### src/hw/acg_defs.vh
// constants for the audio clock generator: register offsets, fields, resets, counts
// assumes a single system clock and a simple byte-wide register port
//
// Notes on behaviour
// - converter master clock runs at 256 times the reference sample rate
// - master clock pin feeds divider or loop; 512 kHz to 50 MHz accepted
// - bit clock pin may replace the master clock as source
// - divider mode: reference rate is divider input over 128 times Q, Q 2..17
// - clock source select bits 7:6 pick the divider input
// - clock source select bits 5:4 pick the loop input
// - loop mode: reference rate is input times K times R over 2048 times P
// - K is integer 1..63 plus fraction 0000..9999 in units of 0.0001
// - P in reg 3 bits 2:0, R in reg 11 bits 3:0, J in reg 4 bits 7:2
// - fraction high bits in reg 5, low bits in a further register
// - converter rate is reference rate or twice it over ratio 1..6 step 0.5
// - word clock frequency equals the common converter sampling rate
`ifndef ACG_DEFS_VH
`define ACG_DEFS_VH

// ************************************************************
// register offsets
// ************************************************************
`define ACG_OFS_RATIO       7'h02
`define ACG_OFS_DIVPRE      7'h03
`define ACG_OFS_JMUL        7'h04
`define ACG_OFS_FRAC_HI     7'h05
`define ACG_OFS_FRAC_LO     7'h06
`define ACG_OFS_RATE_CTRL   7'h07
`define ACG_OFS_STATUS      7'h08
`define ACG_OFS_POST        7'h0B
`define ACG_OFS_SRC_SEL     7'h66

// ************************************************************
// reset values
// ************************************************************
`define ACG_RST_RATIO       8'h00
`define ACG_RST_DIVPRE      8'h10
`define ACG_RST_JMUL        8'h04
`define ACG_RST_FRAC_HI     8'h00
`define ACG_RST_FRAC_LO     8'h00
`define ACG_RST_RATE_CTRL   8'h00
`define ACG_RST_POST        8'h01
`define ACG_RST_SRC_SEL     8'h00

// ************************************************************
// field positions
// ************************************************************
`define ACG_LOOP_EN_BIT     7
`define ACG_Q_MSB           6
`define ACG_Q_LSB           3
`define ACG_P_MSB           2
`define ACG_P_LSB           0
`define ACG_J_MSB           7
`define ACG_J_LSB           2
`define ACG_R_MSB           3
`define ACG_R_LSB           0
`define ACG_REC_MSB         7
`define ACG_REC_LSB         4
`define ACG_PLAY_MSB        3
`define ACG_PLAY_LSB        0
`define ACG_DIVSRC_MSB      7
`define ACG_DIVSRC_LSB      6
`define ACG_LOOPSRC_MSB     5
`define ACG_LOOPSRC_LSB     4
`define ACG_DUAL_BIT        0
`define ACG_FLO_MSB         7
`define ACG_FLO_LSB         2

// ************************************************************
// encodings and counts
// ************************************************************
`define ACG_SRC_MCLK        2'b00
`define ACG_SRC_BCLK        2'b01
`define ACG_RATIO_MAX_CODE  4'hA
`define ACG_REF_DIV         12'h100
`define ACG_FRAC_SCALE      20'd10000
`define ACG_FRAC_MAX        14'd9999
`define ACG_LOOP_DEN        26'd160000

`endif

### src/hw/acg_rate_div.v
// acg_rate_div: counts step pulses and emits one tick per programmed period
// assumes step is a one-cycle pulse in the system clock domain
`default_nettype none

module acg_rate_div (
  input  wire        mclk,
  input  wire        resetn,
  input  wire        clear,
  input  wire        step,
  input  wire [11:0] period,
  output reg         tick
);

  reg [11:0] cnt_reg;

  // ************************************************************
  // counter
  // ************************************************************
  // clear restarts a whole period, so the first tick is never early
  always @(posedge mclk or negedge resetn) begin
    if (!resetn) begin
      cnt_reg <= 12'h000;
      tick    <= 1'b0;
    end else if (clear) begin
      cnt_reg <= 12'h000;
      tick    <= 1'b0;
    end else begin
      tick <= 1'b0;
      if (step) begin
        if (cnt_reg >= period - 12'h001) begin
          cnt_reg <= 12'h000;
          tick    <= 1'b1;
        end else begin
          cnt_reg <= cnt_reg + 12'h001;
        end
      end
    end
  end

endmodule // acg_rate_div

`default_nettype wire

### src/hw/acg_top.v
// acg_top: audio clock generator with divider and fractional loop paths
// assumes clock pins are synchronous samples at mclk and far slower than it
`include "acg_defs.vh"
`default_nettype none

module acg_top (
  input  wire       mclk,
  input  wire       resetn,
  input  wire       ext_mclk_in,
  input  wire       bclk_in,
  input  wire [6:0] reg_addr,
  input  wire [7:0] reg_wdata,
  input  wire       reg_we,
  input  wire       reg_re,
  output reg  [7:0] reg_rdata,
  output reg        reg_rvalid,
  output reg        conv_mclk_tick,
  output reg        conv_mclk_out,
  output wire       ref_rate_tick,
  output wire       adc_rate_tick,
  output wire       dac_rate_tick,
  output reg        word_clk_out
);

  // ************************************************************
  // registers
  // ************************************************************
  reg [7:0] codec_ratio_select_reg;
  reg [7:0] divider_and_pll_predivide_reg;
  reg [7:0] pll_integer_multiplier_reg;
  reg [7:0] pll_fraction_high_reg;
  reg [7:0] pll_fraction_low_reg;
  reg [7:0] rate_control_reg;
  reg [7:0] pll_post_factor_reg;
  reg [7:0] clock_source_select_reg;
  reg       restart_reg;

  wire mapped_w = (reg_addr == `ACG_OFS_RATIO) || (reg_addr == `ACG_OFS_DIVPRE) ||
                  (reg_addr == `ACG_OFS_JMUL) || (reg_addr == `ACG_OFS_FRAC_HI) ||
                  (reg_addr == `ACG_OFS_FRAC_LO) || (reg_addr == `ACG_OFS_RATE_CTRL) ||
                  (reg_addr == `ACG_OFS_POST) || (reg_addr == `ACG_OFS_SRC_SEL);

  always @(posedge mclk or negedge resetn) begin
    if (!resetn) begin
      codec_ratio_select_reg        <= `ACG_RST_RATIO;
      divider_and_pll_predivide_reg <= `ACG_RST_DIVPRE;
      pll_integer_multiplier_reg    <= `ACG_RST_JMUL;
      pll_fraction_high_reg         <= `ACG_RST_FRAC_HI;
      pll_fraction_low_reg          <= `ACG_RST_FRAC_LO;
      rate_control_reg              <= `ACG_RST_RATE_CTRL;
      pll_post_factor_reg           <= `ACG_RST_POST;
      clock_source_select_reg       <= `ACG_RST_SRC_SEL;
      restart_reg                   <= 1'b0;
    end else begin
      // any config write restarts the counters
      restart_reg <= reg_we && mapped_w;
      if (reg_we) begin
        case (reg_addr)
          `ACG_OFS_RATIO:     codec_ratio_select_reg        <= reg_wdata;
          `ACG_OFS_DIVPRE:    divider_and_pll_predivide_reg <= reg_wdata;
          `ACG_OFS_JMUL:      pll_integer_multiplier_reg    <= reg_wdata;
          `ACG_OFS_FRAC_HI:   pll_fraction_high_reg         <= reg_wdata;
          `ACG_OFS_FRAC_LO:   pll_fraction_low_reg          <= reg_wdata;
          `ACG_OFS_RATE_CTRL: rate_control_reg              <= reg_wdata;
          `ACG_OFS_POST:      pll_post_factor_reg           <= reg_wdata;
          `ACG_OFS_SRC_SEL:   clock_source_select_reg       <= reg_wdata;
          default: begin
          end
        endcase
      end
    end
  end

  // ************************************************************
  // field decode
  // ************************************************************
  // ratio code 0..10 means 1.0..6.0 in half steps; larger codes clamp
  function [11:0] rate_period;
    input [3:0] code;
    input       dual;
    reg   [11:0] n;
    begin
      n = {8'h00, (code > `ACG_RATIO_MAX_CODE) ? `ACG_RATIO_MAX_CODE : code} + 12'h002;
      rate_period = dual ? {n[5:0], 6'h00} : {n[4:0], 7'h00};
    end
  endfunction

  wire       loop_en_w   = divider_and_pll_predivide_reg[`ACG_LOOP_EN_BIT];
  wire [3:0] q_code_w    = divider_and_pll_predivide_reg[`ACG_Q_MSB:`ACG_Q_LSB];
  wire [2:0] p_code_w    = divider_and_pll_predivide_reg[`ACG_P_MSB:`ACG_P_LSB];
  wire [5:0] j_code_w    = pll_integer_multiplier_reg[`ACG_J_MSB:`ACG_J_LSB];
  wire [3:0] r_code_w    = pll_post_factor_reg[`ACG_R_MSB:`ACG_R_LSB];
  wire [1:0] div_src_w   = clock_source_select_reg[`ACG_DIVSRC_MSB:`ACG_DIVSRC_LSB];
  wire [1:0] loop_src_w  = clock_source_select_reg[`ACG_LOOPSRC_MSB:`ACG_LOOPSRC_LSB];
  wire       dual_w      = rate_control_reg[`ACG_DUAL_BIT];

  // q codes 0 and 1 stand for 16 and 17
  wire [4:0] q_val_w = (q_code_w < 4'h2) ? {4'h8, q_code_w[0]} : {1'b0, q_code_w};
  // p code 0 stands for 8, r code 0 for 16, j code 0 is treated as 1
  wire [3:0] p_val_w = (p_code_w == 3'h0) ? 4'h8 : {1'b0, p_code_w};
  wire [4:0] r_val_w = (r_code_w == 4'h0) ? 5'h10 : {1'b0, r_code_w};
  wire [5:0] j_val_w = (j_code_w == 6'h00) ? 6'h01 : j_code_w;
  wire [13:0] d_raw_w = {pll_fraction_high_reg, pll_fraction_low_reg[`ACG_FLO_MSB:`ACG_FLO_LSB]};
  wire [13:0] d_val_w = (d_raw_w > `ACG_FRAC_MAX) ? `ACG_FRAC_MAX : d_raw_w;

  // k scaled by 10000: integer part plus fraction digits
  wire [19:0] k_scaled_w = {14'h0000, j_val_w} * `ACG_FRAC_SCALE + {6'h00, d_val_w};
  wire [25:0] loop_inc_w = {6'h00, k_scaled_w} * {21'h0, r_val_w};
  wire [25:0] loop_thr_w = {22'h0, p_val_w} * `ACG_LOOP_DEN;

  // ************************************************************
  // source selection and edge detect
  // ************************************************************
  reg  mclk_pin_reg;
  reg  bclk_pin_reg;
  reg  div_src_reg;
  reg  loop_src_reg;

  wire active_src_sel_w = loop_en_w ? loop_src_w[1] : div_src_w[1];
  wire src_missing_w    = active_src_sel_w;

  // picks pin level by select; codes 1x select no source, so the clock stops
  function pick_src;
    input [1:0] sel;
    input       mclk_lvl;
    input       bclk_lvl;
    begin
      case (sel)
        `ACG_SRC_MCLK: pick_src = mclk_lvl;
        `ACG_SRC_BCLK: pick_src = bclk_lvl;
        default:       pick_src = 1'b0;
      endcase
    end
  endfunction

  always @(posedge mclk or negedge resetn) begin
    if (!resetn) begin
      mclk_pin_reg <= 1'b0;
      bclk_pin_reg <= 1'b0;
      div_src_reg  <= 1'b0;
      loop_src_reg <= 1'b0;
    end else begin
      mclk_pin_reg <= ext_mclk_in;
      bclk_pin_reg <= bclk_in;
      div_src_reg  <= pick_src(div_src_w, mclk_pin_reg, bclk_pin_reg);
      loop_src_reg <= pick_src(loop_src_w, mclk_pin_reg, bclk_pin_reg);
    end
  end

  // both edges count, so a divide by q gives 2 * src / q = 256 * ref rate
  wire div_edge_w  = div_src_reg ^ pick_src(div_src_w, mclk_pin_reg, bclk_pin_reg);
  wire loop_edge_w = loop_src_reg ^ pick_src(loop_src_w, mclk_pin_reg, bclk_pin_reg);

  // ************************************************************
  // divider and fractional loop
  // ************************************************************
  reg  [4:0]  div_cnt_reg;
  reg  [4:0]  div_cnt_next;
  reg  [25:0] loop_acc_reg;
  reg  [25:0] loop_acc_next;
  reg         tick_next;

  always @* begin
    div_cnt_next  = div_cnt_reg;
    loop_acc_next = loop_acc_reg;
    tick_next     = 1'b0;
    if (!loop_en_w) begin
      // ref = in / (128 * q)
      if (div_edge_w) begin
        if (div_cnt_reg >= q_val_w - 5'h01) begin
          div_cnt_next = 5'h00;
          tick_next    = 1'b1;
        end else begin
          div_cnt_next = div_cnt_reg + 5'h01;
        end
      end
    end else begin
      // ref = in * k * r / (2048 * p), by phase accumulation
      // one tick per cycle at most, fine while output is far below 125 MHz
      if (loop_acc_reg >= loop_thr_w) begin
        tick_next = 1'b1;
      end
      loop_acc_next = loop_acc_reg + (loop_edge_w ? loop_inc_w : 26'h0000000)
                      - (tick_next ? loop_thr_w : 26'h0000000);
    end
  end

  always @(posedge mclk or negedge resetn) begin
    if (!resetn) begin
      div_cnt_reg    <= 5'h00;
      loop_acc_reg   <= 26'h0000000;
      conv_mclk_tick <= 1'b0;
      conv_mclk_out  <= 1'b0;
    end else if (restart_reg) begin
      // level kept, phase restarted: the next edge is a full new period away
      div_cnt_reg    <= 5'h00;
      loop_acc_reg   <= 26'h0000000;
      conv_mclk_tick <= 1'b0;
    end else begin
      div_cnt_reg    <= div_cnt_next;
      loop_acc_reg   <= loop_acc_next;
      conv_mclk_tick <= tick_next;
      if (tick_next) begin
        conv_mclk_out <= ~conv_mclk_out;
      end
    end
  end

  // ************************************************************
  // rate derivation
  // ************************************************************
  wire [11:0] adc_period_w = rate_period(codec_ratio_select_reg[`ACG_REC_MSB:`ACG_REC_LSB],
                                         dual_w);
  wire [11:0] dac_period_w = rate_period(codec_ratio_select_reg[`ACG_PLAY_MSB:`ACG_PLAY_LSB],
                                         dual_w);
  wire        wclk_half_tick_w;

  acg_rate_div u_ref_div (
    .mclk   (mclk),
    .resetn (resetn),
    .clear  (restart_reg),
    .step   (conv_mclk_tick),
    .period (`ACG_REF_DIV),
    .tick   (ref_rate_tick)
  );

  acg_rate_div u_adc_div (
    .mclk   (mclk),
    .resetn (resetn),
    .clear  (restart_reg),
    .step   (conv_mclk_tick),
    .period (adc_period_w),
    .tick   (adc_rate_tick)
  );

  acg_rate_div u_dac_div (
    .mclk   (mclk),
    .resetn (resetn),
    .clear  (restart_reg),
    .step   (conv_mclk_tick),
    .period (dac_period_w),
    .tick   (dac_rate_tick)
  );

  // half period of the playback rate, so the square wave runs at that rate
  acg_rate_div u_wclk_div (
    .mclk   (mclk),
    .resetn (resetn),
    .clear  (restart_reg),
    .step   (conv_mclk_tick),
    .period ({1'b0, dac_period_w[11:1]}),
    .tick   (wclk_half_tick_w)
  );

  always @(posedge mclk or negedge resetn) begin
    if (!resetn) begin
      word_clk_out <= 1'b0;
    end else if (restart_reg) begin
      word_clk_out <= 1'b0;
    end else if (wclk_half_tick_w) begin
      word_clk_out <= ~word_clk_out;
    end
  end

  // ************************************************************
  // read port
  // ************************************************************
  always @(posedge mclk or negedge resetn) begin
    if (!resetn) begin
      reg_rdata  <= 8'h00;
      reg_rvalid <= 1'b0;
    end else begin
      reg_rvalid <= reg_re;
      if (reg_re) begin
        case (reg_addr)
          `ACG_OFS_RATIO:     reg_rdata <= codec_ratio_select_reg;
          `ACG_OFS_DIVPRE:    reg_rdata <= divider_and_pll_predivide_reg;
          `ACG_OFS_JMUL:      reg_rdata <= pll_integer_multiplier_reg;
          `ACG_OFS_FRAC_HI:   reg_rdata <= pll_fraction_high_reg;
          `ACG_OFS_FRAC_LO:   reg_rdata <= {pll_fraction_low_reg[7:2], 2'b00};
          `ACG_OFS_RATE_CTRL: reg_rdata <= {7'h00, rate_control_reg[0]};
          `ACG_OFS_POST:      reg_rdata <= {4'h0, pll_post_factor_reg[3:0]};
          `ACG_OFS_SRC_SEL:   reg_rdata <= {clock_source_select_reg[7:4], 4'h0};
          `ACG_OFS_STATUS:    reg_rdata <= {5'h00, conv_mclk_out, src_missing_w, loop_en_w};
          default:            reg_rdata <= 8'h00;
        endcase
      end
    end
  end

endmodule // acg_top

`default_nettype wire

### config.mk
export PLATFORM = sky130hd
export DESIGN_NAME = acg_top
export DESIGN_NICKNAME = d
export VERILOG_FILES = /design/src/hw/acg_rate_div.v /design/src/hw/acg_top.v
export VERILOG_INCLUDE_DIRS = /design/src /design/src/hw
export SDC_FILE = /design/constraint.sdc
export NUM_CORES = 1
export LEC_CHECK = 0
export BUFFER_PORTS_ARGS = -buffer_cell sky130_fd_sc_hd__buf_2
export CORE_ASPECT_RATIO = 1.1
export CORE_MARGIN = 10
export CORE_UTILIZATION = 38
export CTS_BUF_LIST = sky130_fd_sc_hd__clkbuf_8
export DETAILED_ROUTE_END_ITERATION = 8
export PLACE_DENSITY = 0.51
export SLEW_MARGIN = 5
export SYNTH_ARGS = -nofsm -noshare
export SYNTH_HDL_FRONTEND = slang
export SYNTH_SLANG_ARGS = --single-unit
### constraint.sdc
create_clock -name mclk -period 11.7 [get_ports mclk]
set_input_delay 1.17 -clock mclk [delete_from_list [all_inputs] [get_ports mclk]]
set_output_delay 1.17 -clock mclk [all_outputs]
set_load 0.005 [all_outputs]
==> results of run 1 <==
==> power by group <==
group	total [mW]	switching (mW)	leakage, nW	internal (mW)
Clock	0.448	0.220	0.212	0.228
Sequential	0.693	0.0993	1.93	0.594
Combinational	3.57	2.07	5.57	1.50
Total	4.72	2.39	7.71	2.32
==> cells by family after synthesis <==
| logic type | share of synthesized area |
|---|---|
| DFF | 0.253 |
| adders and majority gates | 0.240 |
| muxes | 0.0519 |
| AOI/OAI and AO/OA | 0.167 |
| other | 0.000515 |
| and+or+nand+nor | 0.179 |
| buffers and inverters | 0.0653 |
| xor gates and xnor gates | 0.0432 |
==> layout make-up <==
cell class,count,area [sq um]
fill,3813,22300
multi-input combinational,1278,9940
sequential,147,3680
inverter,191,717
tap,500,626
timing repair buffer,48,279
clock buffer,20,275
clock inverter,11,150
==> cells in the final DEF, fill, tap and decap left out, types with 10 or more instances in the layout <==
cell type and n:
mux2i_1 26, and2_1 40, nand4_1 12, buf_2 34
o22ai_1 12, a21o_1 28, or3_1 10, o21ai_0 137
nand3_1 41, a21oi_1 70, clkbuf_8 20, and3_1 31
xor2_1 22, o21a_1 20, nor2b_1 35, mux2_2 42
dfrtp_1 144, buf_4 13, xnor2_1 48, ha_1 158
inv_1 191, fa_1 76, nand2b_1 26, nor2_1 124
a211oi_1 15, nor3_1 22, nand2_1 142
==> critical path: cells and delay by family, from the launching register on <==
family | cells | cell delay, ns
adders and majority gates | 12 | 4.91
AOI/OAI and AO/OA | 10 | 1.87
and+or+nand+nor | 10 | 1.64
buffers and inverters | 7 | 0.46
DFF | 1 | 0.44
xor gates and xnor gates | 2 | 0.44
==> worst min path at each step <==
stage / depth (start not counted) / slack [ns] / to / from
final: 1 / 0.48 / u_ref_div.cnt_reg[10] / u_ref_div.cnt_reg[10]
after floorplan: 1 / 0.44 / u_ref_div.cnt_reg[11] / u_ref_div.cnt_reg[11]
after global placement: 1 / 0.46 / u_ref_div.cnt_reg[9] / u_ref_div.cnt_reg[9]
after global routing: 1 / 0.50 / u_ref_div.cnt_reg[10] / u_ref_div.cnt_reg[10]
after detailed placement: 1 / 0.46 / u_ref_div.cnt_reg[8] / u_ref_div.cnt_reg[8]
after CTS: 1 / 0.49 / u_ref_div.cnt_reg[10] / u_ref_div.cnt_reg[10]
==> per-layer routing <==
layer	wire length, um	part of all wire	up-vias	GRT usage
met2	16000	0.46	134	0.248
met3	892	0.026	25	0.0243
met4	407	0.012	0	0.0346
li1	-	-	5777	-
met5	0	0	-	0
met1	17300	0.50	5555	0.210
==> stage by stage <==
| step | power (mW) | worst slack, ns | hold slack [ns] | instances |
|---|---|---|---|---|
| after CTS | 4.77 | 1.83 | 0.488 | 2195 |
| after floorplan | 3.54 | 2.63 | 0.444 | 1677 |
| after global placement | 4.27 | 2.04 | 0.463 | 2164 |
| after global routing | 5.30 | 1.22 | 0.496 | 2195 |
| final | 4.72 | 1.89 | 0.483 | 2195 |
| after detailed placement | 4.29 | 1.85 | 0.465 | 2164 |
==> impl_metrics.tcl, run 1 <==
set metrics [dict create \
    cts_root_buffer "clkbuf_8" \
    finalClockSkew_ns 0.0156 \
    io_buffer_count 35 \
    clk_path_buf_depth 2 \
    rrSetupSlack_ns 1.89 \
    synthTopCellsByArea "dfrtp_1 25%, ha_1 14%, fa_1 10%" \
    critPathLaunch "pll_integer_multiplier_reg[6]" \
    hold_violations 0 \
    yosysUniqueCellTypes 86 \
    arrival_ns 10.23 \
    wl_um 34600 \
    min_period_ns 9.81 \
    ys_ff_latch 147 \
    coreArea_sq_um 38000 \
    required_ns 12.12 \
    synth_warnings 0 \
    syn_inst 1677 \
    power.density_nw_per_um2 301 \
    areaGrowthSynthToFinish_pct 7.57 \
    die_x_um 207 \
    clkLatencyLatePin_ns 0.48 \
    cap_violations 0 \
    wl_per_cell_um 15.8 \
    worst_slew_pin_slew_ns 0.939 \
    ctsResizeCount 0 \
    rr_worst_depth 41 \
    cts_made_buffers 17 \
    yosysMostFrequentCell "inv_1" \
    rr_endpoint "loop_acc_reg[23]" \
    critical_path_class "reg2reg" \
    setup_viol 0 \
    finalCritPeriodShare 0.839 \
    ant_nets 0 \
    routabilityCongestion 0.865 \
    fp-row-count 75 \
    post_cts_buffers 0 \
    design.portCount 36 \
    crit_path_end "loop_acc_reg[23]" \
    vias 11500 \
    ys_async_sr_fraction 1.00 \
    synth_seq_area_share 0.253 \
    slowest_delay_ns 0.54 \
    dieArea_sq_um 46600 \
    first_pass_iters 4 \
    cp_max_fo 6 \
    grt_pass1_vias 11500 \
    slew_violations 0 \
    grt_overflow_total 0 \
    rsz0062_at_grt "false" \
    grt_pass1_wl_um 58500 \
    antenna_found_initial 0 \
    worstSetupStartpointType "flop" \
    fmax_mhz 102 \
    initial_core_util 0.383 \
    ys.flop_type "dfrtp_1" \
    dieHeight_um 225 \
    min_path_type "reg2reg" \
    cts_hold_buffers 0 \
    dp_hpwl_um 27000 \
    globalRouteTotalUtil 0.153 \
    layout.nets 1938 \
    grt_max_degree 77 \
    final_util 0.412 \
    cpMaxStageDelayCell "fa_1" \
    syn_avg_cell_area_sq_um 8.69 \
    drive_above_1_share 0.0897 \
    synth_edf_count 0 \
    fin_tns_setup_ns 0 \
    drcViolationCount 0 \
    r2r-start "pll_integer_multiplier_reg[6]" \
    synth_largest_area_cell "dfrtp_1" \
    cts_tree "yes" \
    p_leak_nw 7.71 \
    slew_headroom 0.372 \
    synth_top_area_frac 0.247 \
    largest_reg_flops 26 \
    clk_pin_slew_ns 0.09 \
    syn-num-nets 1932 \
    synthTopCellsByCount "191 x inv_1, 158 x ha_1, 144 x dfrtp_1" \
    n_antenna_cell 0 \
    cp-end-kind "flop" \
    fin_area_sq_um 15700 \
    status "complete, no violations" \
    cts_num_sinks 147 \
    drtIter0Drc 585 \
    post_dp_cell_area_sq_um 15200 \
    synth_area_sq_um 14600 \
    via_per_inst 5.24 \
    irDropWorstVdd_mv 0.168 \
    htreeDepth 4 \
]
(Power assumes the default switching activity.)
==> inputs of run 2 (changes only) <==
--- a/config.mk
+++ b/config.mk
@@ -12,7 +12,7 @@
 export CORE_UTILIZATION = 38
 export CTS_BUF_LIST = sky130_fd_sc_hd__clkbuf_8
 export DETAILED_ROUTE_END_ITERATION = 8
-export PLACE_DENSITY = 0.51
+export PLACE_DENSITY = 0.53
 export SLEW_MARGIN = 5
 export SYNTH_ARGS = -nofsm -noshare
 export SYNTH_HDL_FRONTEND = slang
==> constraint.sdc (replaced) <==
create_clock -name mclk -period 8 [get_ports mclk]
set_input_delay 0.8 -clock mclk [delete_from_list [all_inputs] [get_ports mclk]]
set_output_delay 0.8 -clock mclk [all_outputs]
set_load 0.005 [all_outputs]
==> impl_metrics.tcl, run 2 (synthesis gave the netlist of run 1 again) <==
set metrics [dict create \
    cp-end-kind "flop" \
    cap_violations 0 \
    crit_family "adder cells" \
    die_x_um 207 \
    drcViolationCount 0 \
    clk_path_buf_depth 2 \
    setup_ws_ns -0.584 \
    min_period_ns 8.58 \
    fmax_mhz 116 \
    slowest_delay_ns 0.54 \
    layout.nets 2098 \
    critical_path_class "reg2reg" \
    grt_max_degree 76 \
    finalClockSkew_ns 0.0220 \
    first_pass_iters 5 \
    violations "negative setup slack" \
    fp-row-count 75 \
    cts_hold_buffers 0 \
    placed_cells 2312 \
    design.portCount 36 \
    cts_root_buffer "clkbuf_8" \
    routabilityCongestion 0.880 \
    cpMaxStageDelayCell "fa_1" \
    cts_made_buffers 17 \
    nFillCells 3705 \
    rsz0062_at_grt "true" \
    cp_max_fo 3 \
    vias 12100 \
    via_per_inst 5.15 \
    n_antenna_cell 0 \
    areaGrowthSynthToFinish_pct 19.0 \
    status "finished with violations" \
    final_cell_mix "180 x inv_1, 168 x buf_4, 144 x dfrtp_1" \
    finalCritPeriodShare 1.07 \
    fin_tns_setup_ns -3.76 \
    setup_viol 10 \
    slew_violations 0 \
    largest_reg_flops 26 \
    min_path_type "in2async" \
    dieHeight_um 225 \
    worstSetupStartpointType "flop" \
    rr_worst_depth 39 \
    r2r-start "pll_integer_multiplier_reg[6]" \
    path_buf_inv 11 \
    antenna_found_initial 0 \
    required_ns 8.40 \
    fin_cells 2356 \
    worst_slew_pin_slew_ns 0.966 \
    globalRouteTotalUtil 0.160 \
    dieArea_sq_um 46600 \
    dp_hpwl_um 28200 \
    htreeDepth 4 \
    initial_core_util 0.383 \
    grt_pass1_vias 12200 \
    clk_pin_slew_ns 0.10 \
    wl_per_cell_um 15.3 \
    drive_above_1_share 0.209 \
    ant_nets 0 \
    cts_tree "yes" \
    cpMostUsedCell "fa_1" \
    coreArea_sq_um 38000 \
    grt_overflow_total 0 \
    post_dp_cell_area_sq_um 16500 \
    hold_violations 0 \
    clkLatencyLatePin_ns 0.50 \
    fin_area_sq_um 17300 \
    rr_endpoint "loop_acc_reg[22]" \
    rrSetupSlack_ns -0.58 \
    wl_um 36000 \
    drtIter0Drc 484 \
    arrival_ns 8.98 \
    mostFrequentLayoutCell "inv_1" \
    io_buffer_count 35 \
    grt_pass1_wl_um 61500 \
    cts_num_sinks 147 \
    slew_headroom 0.354 \
]
## run 2: routing by layer
layer | up-vias | wire [um] | global-route usage
met3 | 33 | 838 | 0.0234
met2 | 132 | 16900 | 0.262
met5 | - | 0 | 0
met4 | 0 | 584 | 0.0426
li1 | 6102 | - | -
met1 | 5859 | 17700 | 0.216
## run 2: what timing repair did
item / in CTS / in global routing
setup endpoints to repair: 11 / 12
gates cloned: 0 / 0
resized for setup: 54 / 25
pin swaps: 32 / 14
buffers inserted: 12 / 3
## run 2: final cells by class
class	count	area, sq um	share of cell area
Clock buffer	18	248	0.0143
Timing Repair Buffer	208	1500	0.0865
Multi-Input combinational cell	1278	10400	0.599
Inverter	191	717	0.0414
Clock inverter	14	178	0.0102
Tap cell	500	626	0.0361
Sequential cell	147	3680	0.212
## run 2: worst max path at each step
stage	from	end	slack (ns)	depth (start not counted)
floorplan	pll_integer_multiplier_reg[6]	loop_acc_reg[23]	-0.71	41
global placement	pll_integer_multiplier_reg[7]	loop_acc_reg[23]	-0.75	42
detailed placement	pll_integer_multiplier_reg[7]	loop_acc_reg[23]	-0.85	42
CTS	pll_integer_multiplier_reg[6]	loop_acc_reg[23]	-0.67	41
global route	pll_integer_multiplier_reg[6]	loop_acc_reg[23]	-1.00	41
finish	pll_integer_multiplier_reg[6]	loop_acc_reg[22]	-0.58	39
## run 2: worst reg2reg max path, delay by kind of cell, from the launching register on
family | cells | cell delay [ns]
buf+inv | 11 | 1.05
fa+ha+maj | 12 | 4.57
flops | 1 | 0.40
simple gates | 6 | 0.73
xor+xnor | 3 | 0.36
compound gates | 7 | 1.40
## run 2: stage by stage
step	hold slack (ns)	setup slack, ns	util
2_1_floorplan	0.444	-0.710	-
3_3_place_gp	0.463	-0.753	0.434
3_5_place_dp	0.467	-0.855	0.434
4_1_cts	0.347	-0.672	0.454
5_1_grt	0.371	-1.00	0.456
6_report	0.348	-0.584	0.456
Power of run 2 is left out: the tool's default activity adds up to more than one toggle a clock period on the data nets, which glitch-free logic cannot reach.
==> inputs of run 3 (changes only) <==
--- a/config.mk
+++ b/config.mk
@@ -6,13 +6,13 @@
 export SDC_FILE = /design/constraint.sdc
 export NUM_CORES = 1
 export LEC_CHECK = 0
-export BUFFER_PORTS_ARGS = -buffer_cell sky130_fd_sc_hd__buf_2
 export CORE_ASPECT_RATIO = 1.1
 export CORE_MARGIN = 10
 export CORE_UTILIZATION = 38
 export CTS_BUF_LIST = sky130_fd_sc_hd__clkbuf_8
 export DETAILED_ROUTE_END_ITERATION = 8
-export PLACE_DENSITY = 0.53
+export DONT_BUFFER_PORTS = 1
+export PLACE_DENSITY = 0.52
 export SLEW_MARGIN = 5
 export SYNTH_ARGS = -nofsm -noshare
 export SYNTH_HDL_FRONTEND = slang
==> impl_metrics.tcl, run 3 (synthesis gave the netlist of run 1 again) <==
set metrics [dict create \
    cts_num_sinks 147 \
    first_pass_iters 5 \
    worstSetupStartpointType "flop" \
    arrival_ns 9.12 \
    layout.nets 2069 \
    mostFrequentLayoutCell "inv_1" \
    fmax_mhz 115 \
    slowest_delay_ns 0.56 \
    via_per_inst 5.17 \
    cpMaxStageDelayCell "fa_1" \
    dieArea_sq_um 46600 \
    n_antenna_cell 0 \
    routabilityCongestion 0.835 \
    grt_max_degree 140 \
    finalClockSkew_ns 0.0229 \
    dieHeight_um 225 \
    rsz0062_at_grt "true" \
    status "finished with violations" \
    cts_made_buffers 17 \
    design.portCount 36 \
    critical_path_class "reg2reg" \
    worst_slew_pin_slew_ns 0.971 \
    path_buf_inv 9 \
    grt_overflow_total 0 \
    slew_headroom 0.350 \
    die_x_um 207 \
    coreArea_sq_um 38000 \
    io_buffer_count 0 \
    dp_slack_ns -0.888 \
    cp_max_fo 4 \
    htreeDepth 4 \
    antenna_found_initial 0 \
    drtIter0Drc 508 \
    grt_pass1_vias 12300 \
    drive_above_1_share 0.200 \
    setup_ws_ns -0.687 \
    drcViolationCount 0 \
    globalRouteTotalUtil 0.163 \
    violations "negative setup slack" \
    clk_pin_slew_ns 0.09 \
    cp-end-kind "flop" \
    cpMostUsedCell "fa_1" \
    fp-row-count 75 \
    final_cell_mix "183 x inv_1, 172 x buf_4, 144 x dfrtp_1" \
    clkLatencyLatePin_ns 0.49 \
    cts_root_buffer "clkbuf_8" \
    grt_pass1_wl_um 62000 \
    crit_family "adder cells" \
    largest_reg_flops 26 \
    cap_violations 0 \
    finalCritPeriodShare 1.09 \
    required_ns 8.43 \
    dp_hpwl_um 28000 \
    clk_path_buf_depth 2 \
    min_path_type "in2async" \
    initial_core_util 0.383 \
    wl_um 36800 \
    ant_nets 0 \
    cts_tree "yes" \
    vias 12000 \
    setup_viol 11 \
    slew_violations 0 \
    wl_per_cell_um 15.8 \
    min_period_ns 8.69 \
    areaGrowthSynthToFinish_pct 18.6 \
    hold_violations 0 \
]
## run 3: cell types whose count changed in the layout (fill, tap and decap cells not counted), sizes merged
cell,before,now
buf,208,178
clkinv,1,5
clkinvlp,4,0
clkbuf,18,20
bufinv,3,2
dlygate4sd3,0,1
inv,197,196
## run 3: worst paths after layout
kind                                                    start  cells past startpoint                                to  slack [ns]
worst min register to register           u_ref_div.cnt_reg[8]                      1              u_ref_div.cnt_reg[8]        0.48
max in group asynchronous                              resetn                      1          pll_fraction_high_reg[4]        6.74
worst min-delay path                                   resetn                      0  divider_and_pll_predivide_reg[4]        0.16
worst max register to register  pll_integer_multiplier_reg[6]                     42                  loop_acc_reg[23]       -0.69
worst max-delay path            pll_integer_multiplier_reg[6]                     42                  loop_acc_reg[23]       -0.69
min in group mclk                                     bclk_in                      0                      bclk_pin_reg        0.34
## run 3: final cells by class
cell class / instances / area, sq um
flip-flops and latches: 147 / 3680
clock buffers: 20 / 275
clock inverters: 12 / 126
repair buffers: 179 / 1390
inverters: 191 / 717
well taps: 500 / 626
fillers: 3743 / 20700
multi-input cells: 1278 / 10500
## run 3: metal layers
metal | vias to the layer above | GRT usage | wire length, um
li1 | 6035 | - | -
met1 | 5788 | 0.213 | 17600
met2 | 163 | 0.270 | 17300
met3 | 43 | 0.0277 | 1190
met4 | 0 | 0.0493 | 688
met5 | - | 0 | 0
## run 3: stage by stage
stage / hold slack (ns) / setup TNS [ns] / instances / instance area [sq um] / util
final: 0.156 / -4.65 / 2327 / 17300 / 0.455
after global routing: 0.117 / -9.98 / 2327 / 17300 / 0.455
after CTS: 0.104 / -5.23 / 2321 / 17000 / 0.448
after detailed placement: 0.466 / -6.59 / 2278 / 16300 / 0.429
after global placement: 0.463 / -5.33 / 2278 / 16300 / 0.429
after floorplan: 0.444 / -3.33 / 1677 / 14700 / -
## run 3: worst register-to-register path, delay by kind of cell (launching register included)
family,cells,cell delay [ns]
xor+xnor,2,0.39
buf+inv,9,0.59
fa+ha+maj,12,4.53
compound gates,10,1.42
simple gates,9,1.31
flops,1,0.39
## run 3: what timing repair did
item	4_1_cts	5_1_grt
cloned	0	0
buffers inserted	9	7
resized for setup	47	44
hold buffers	2	0
pin swaps	16	14
endpoints found under the setup margin	11	14
hold endpoints to repair	139	0
Power of run 3 is left out for the same reason.
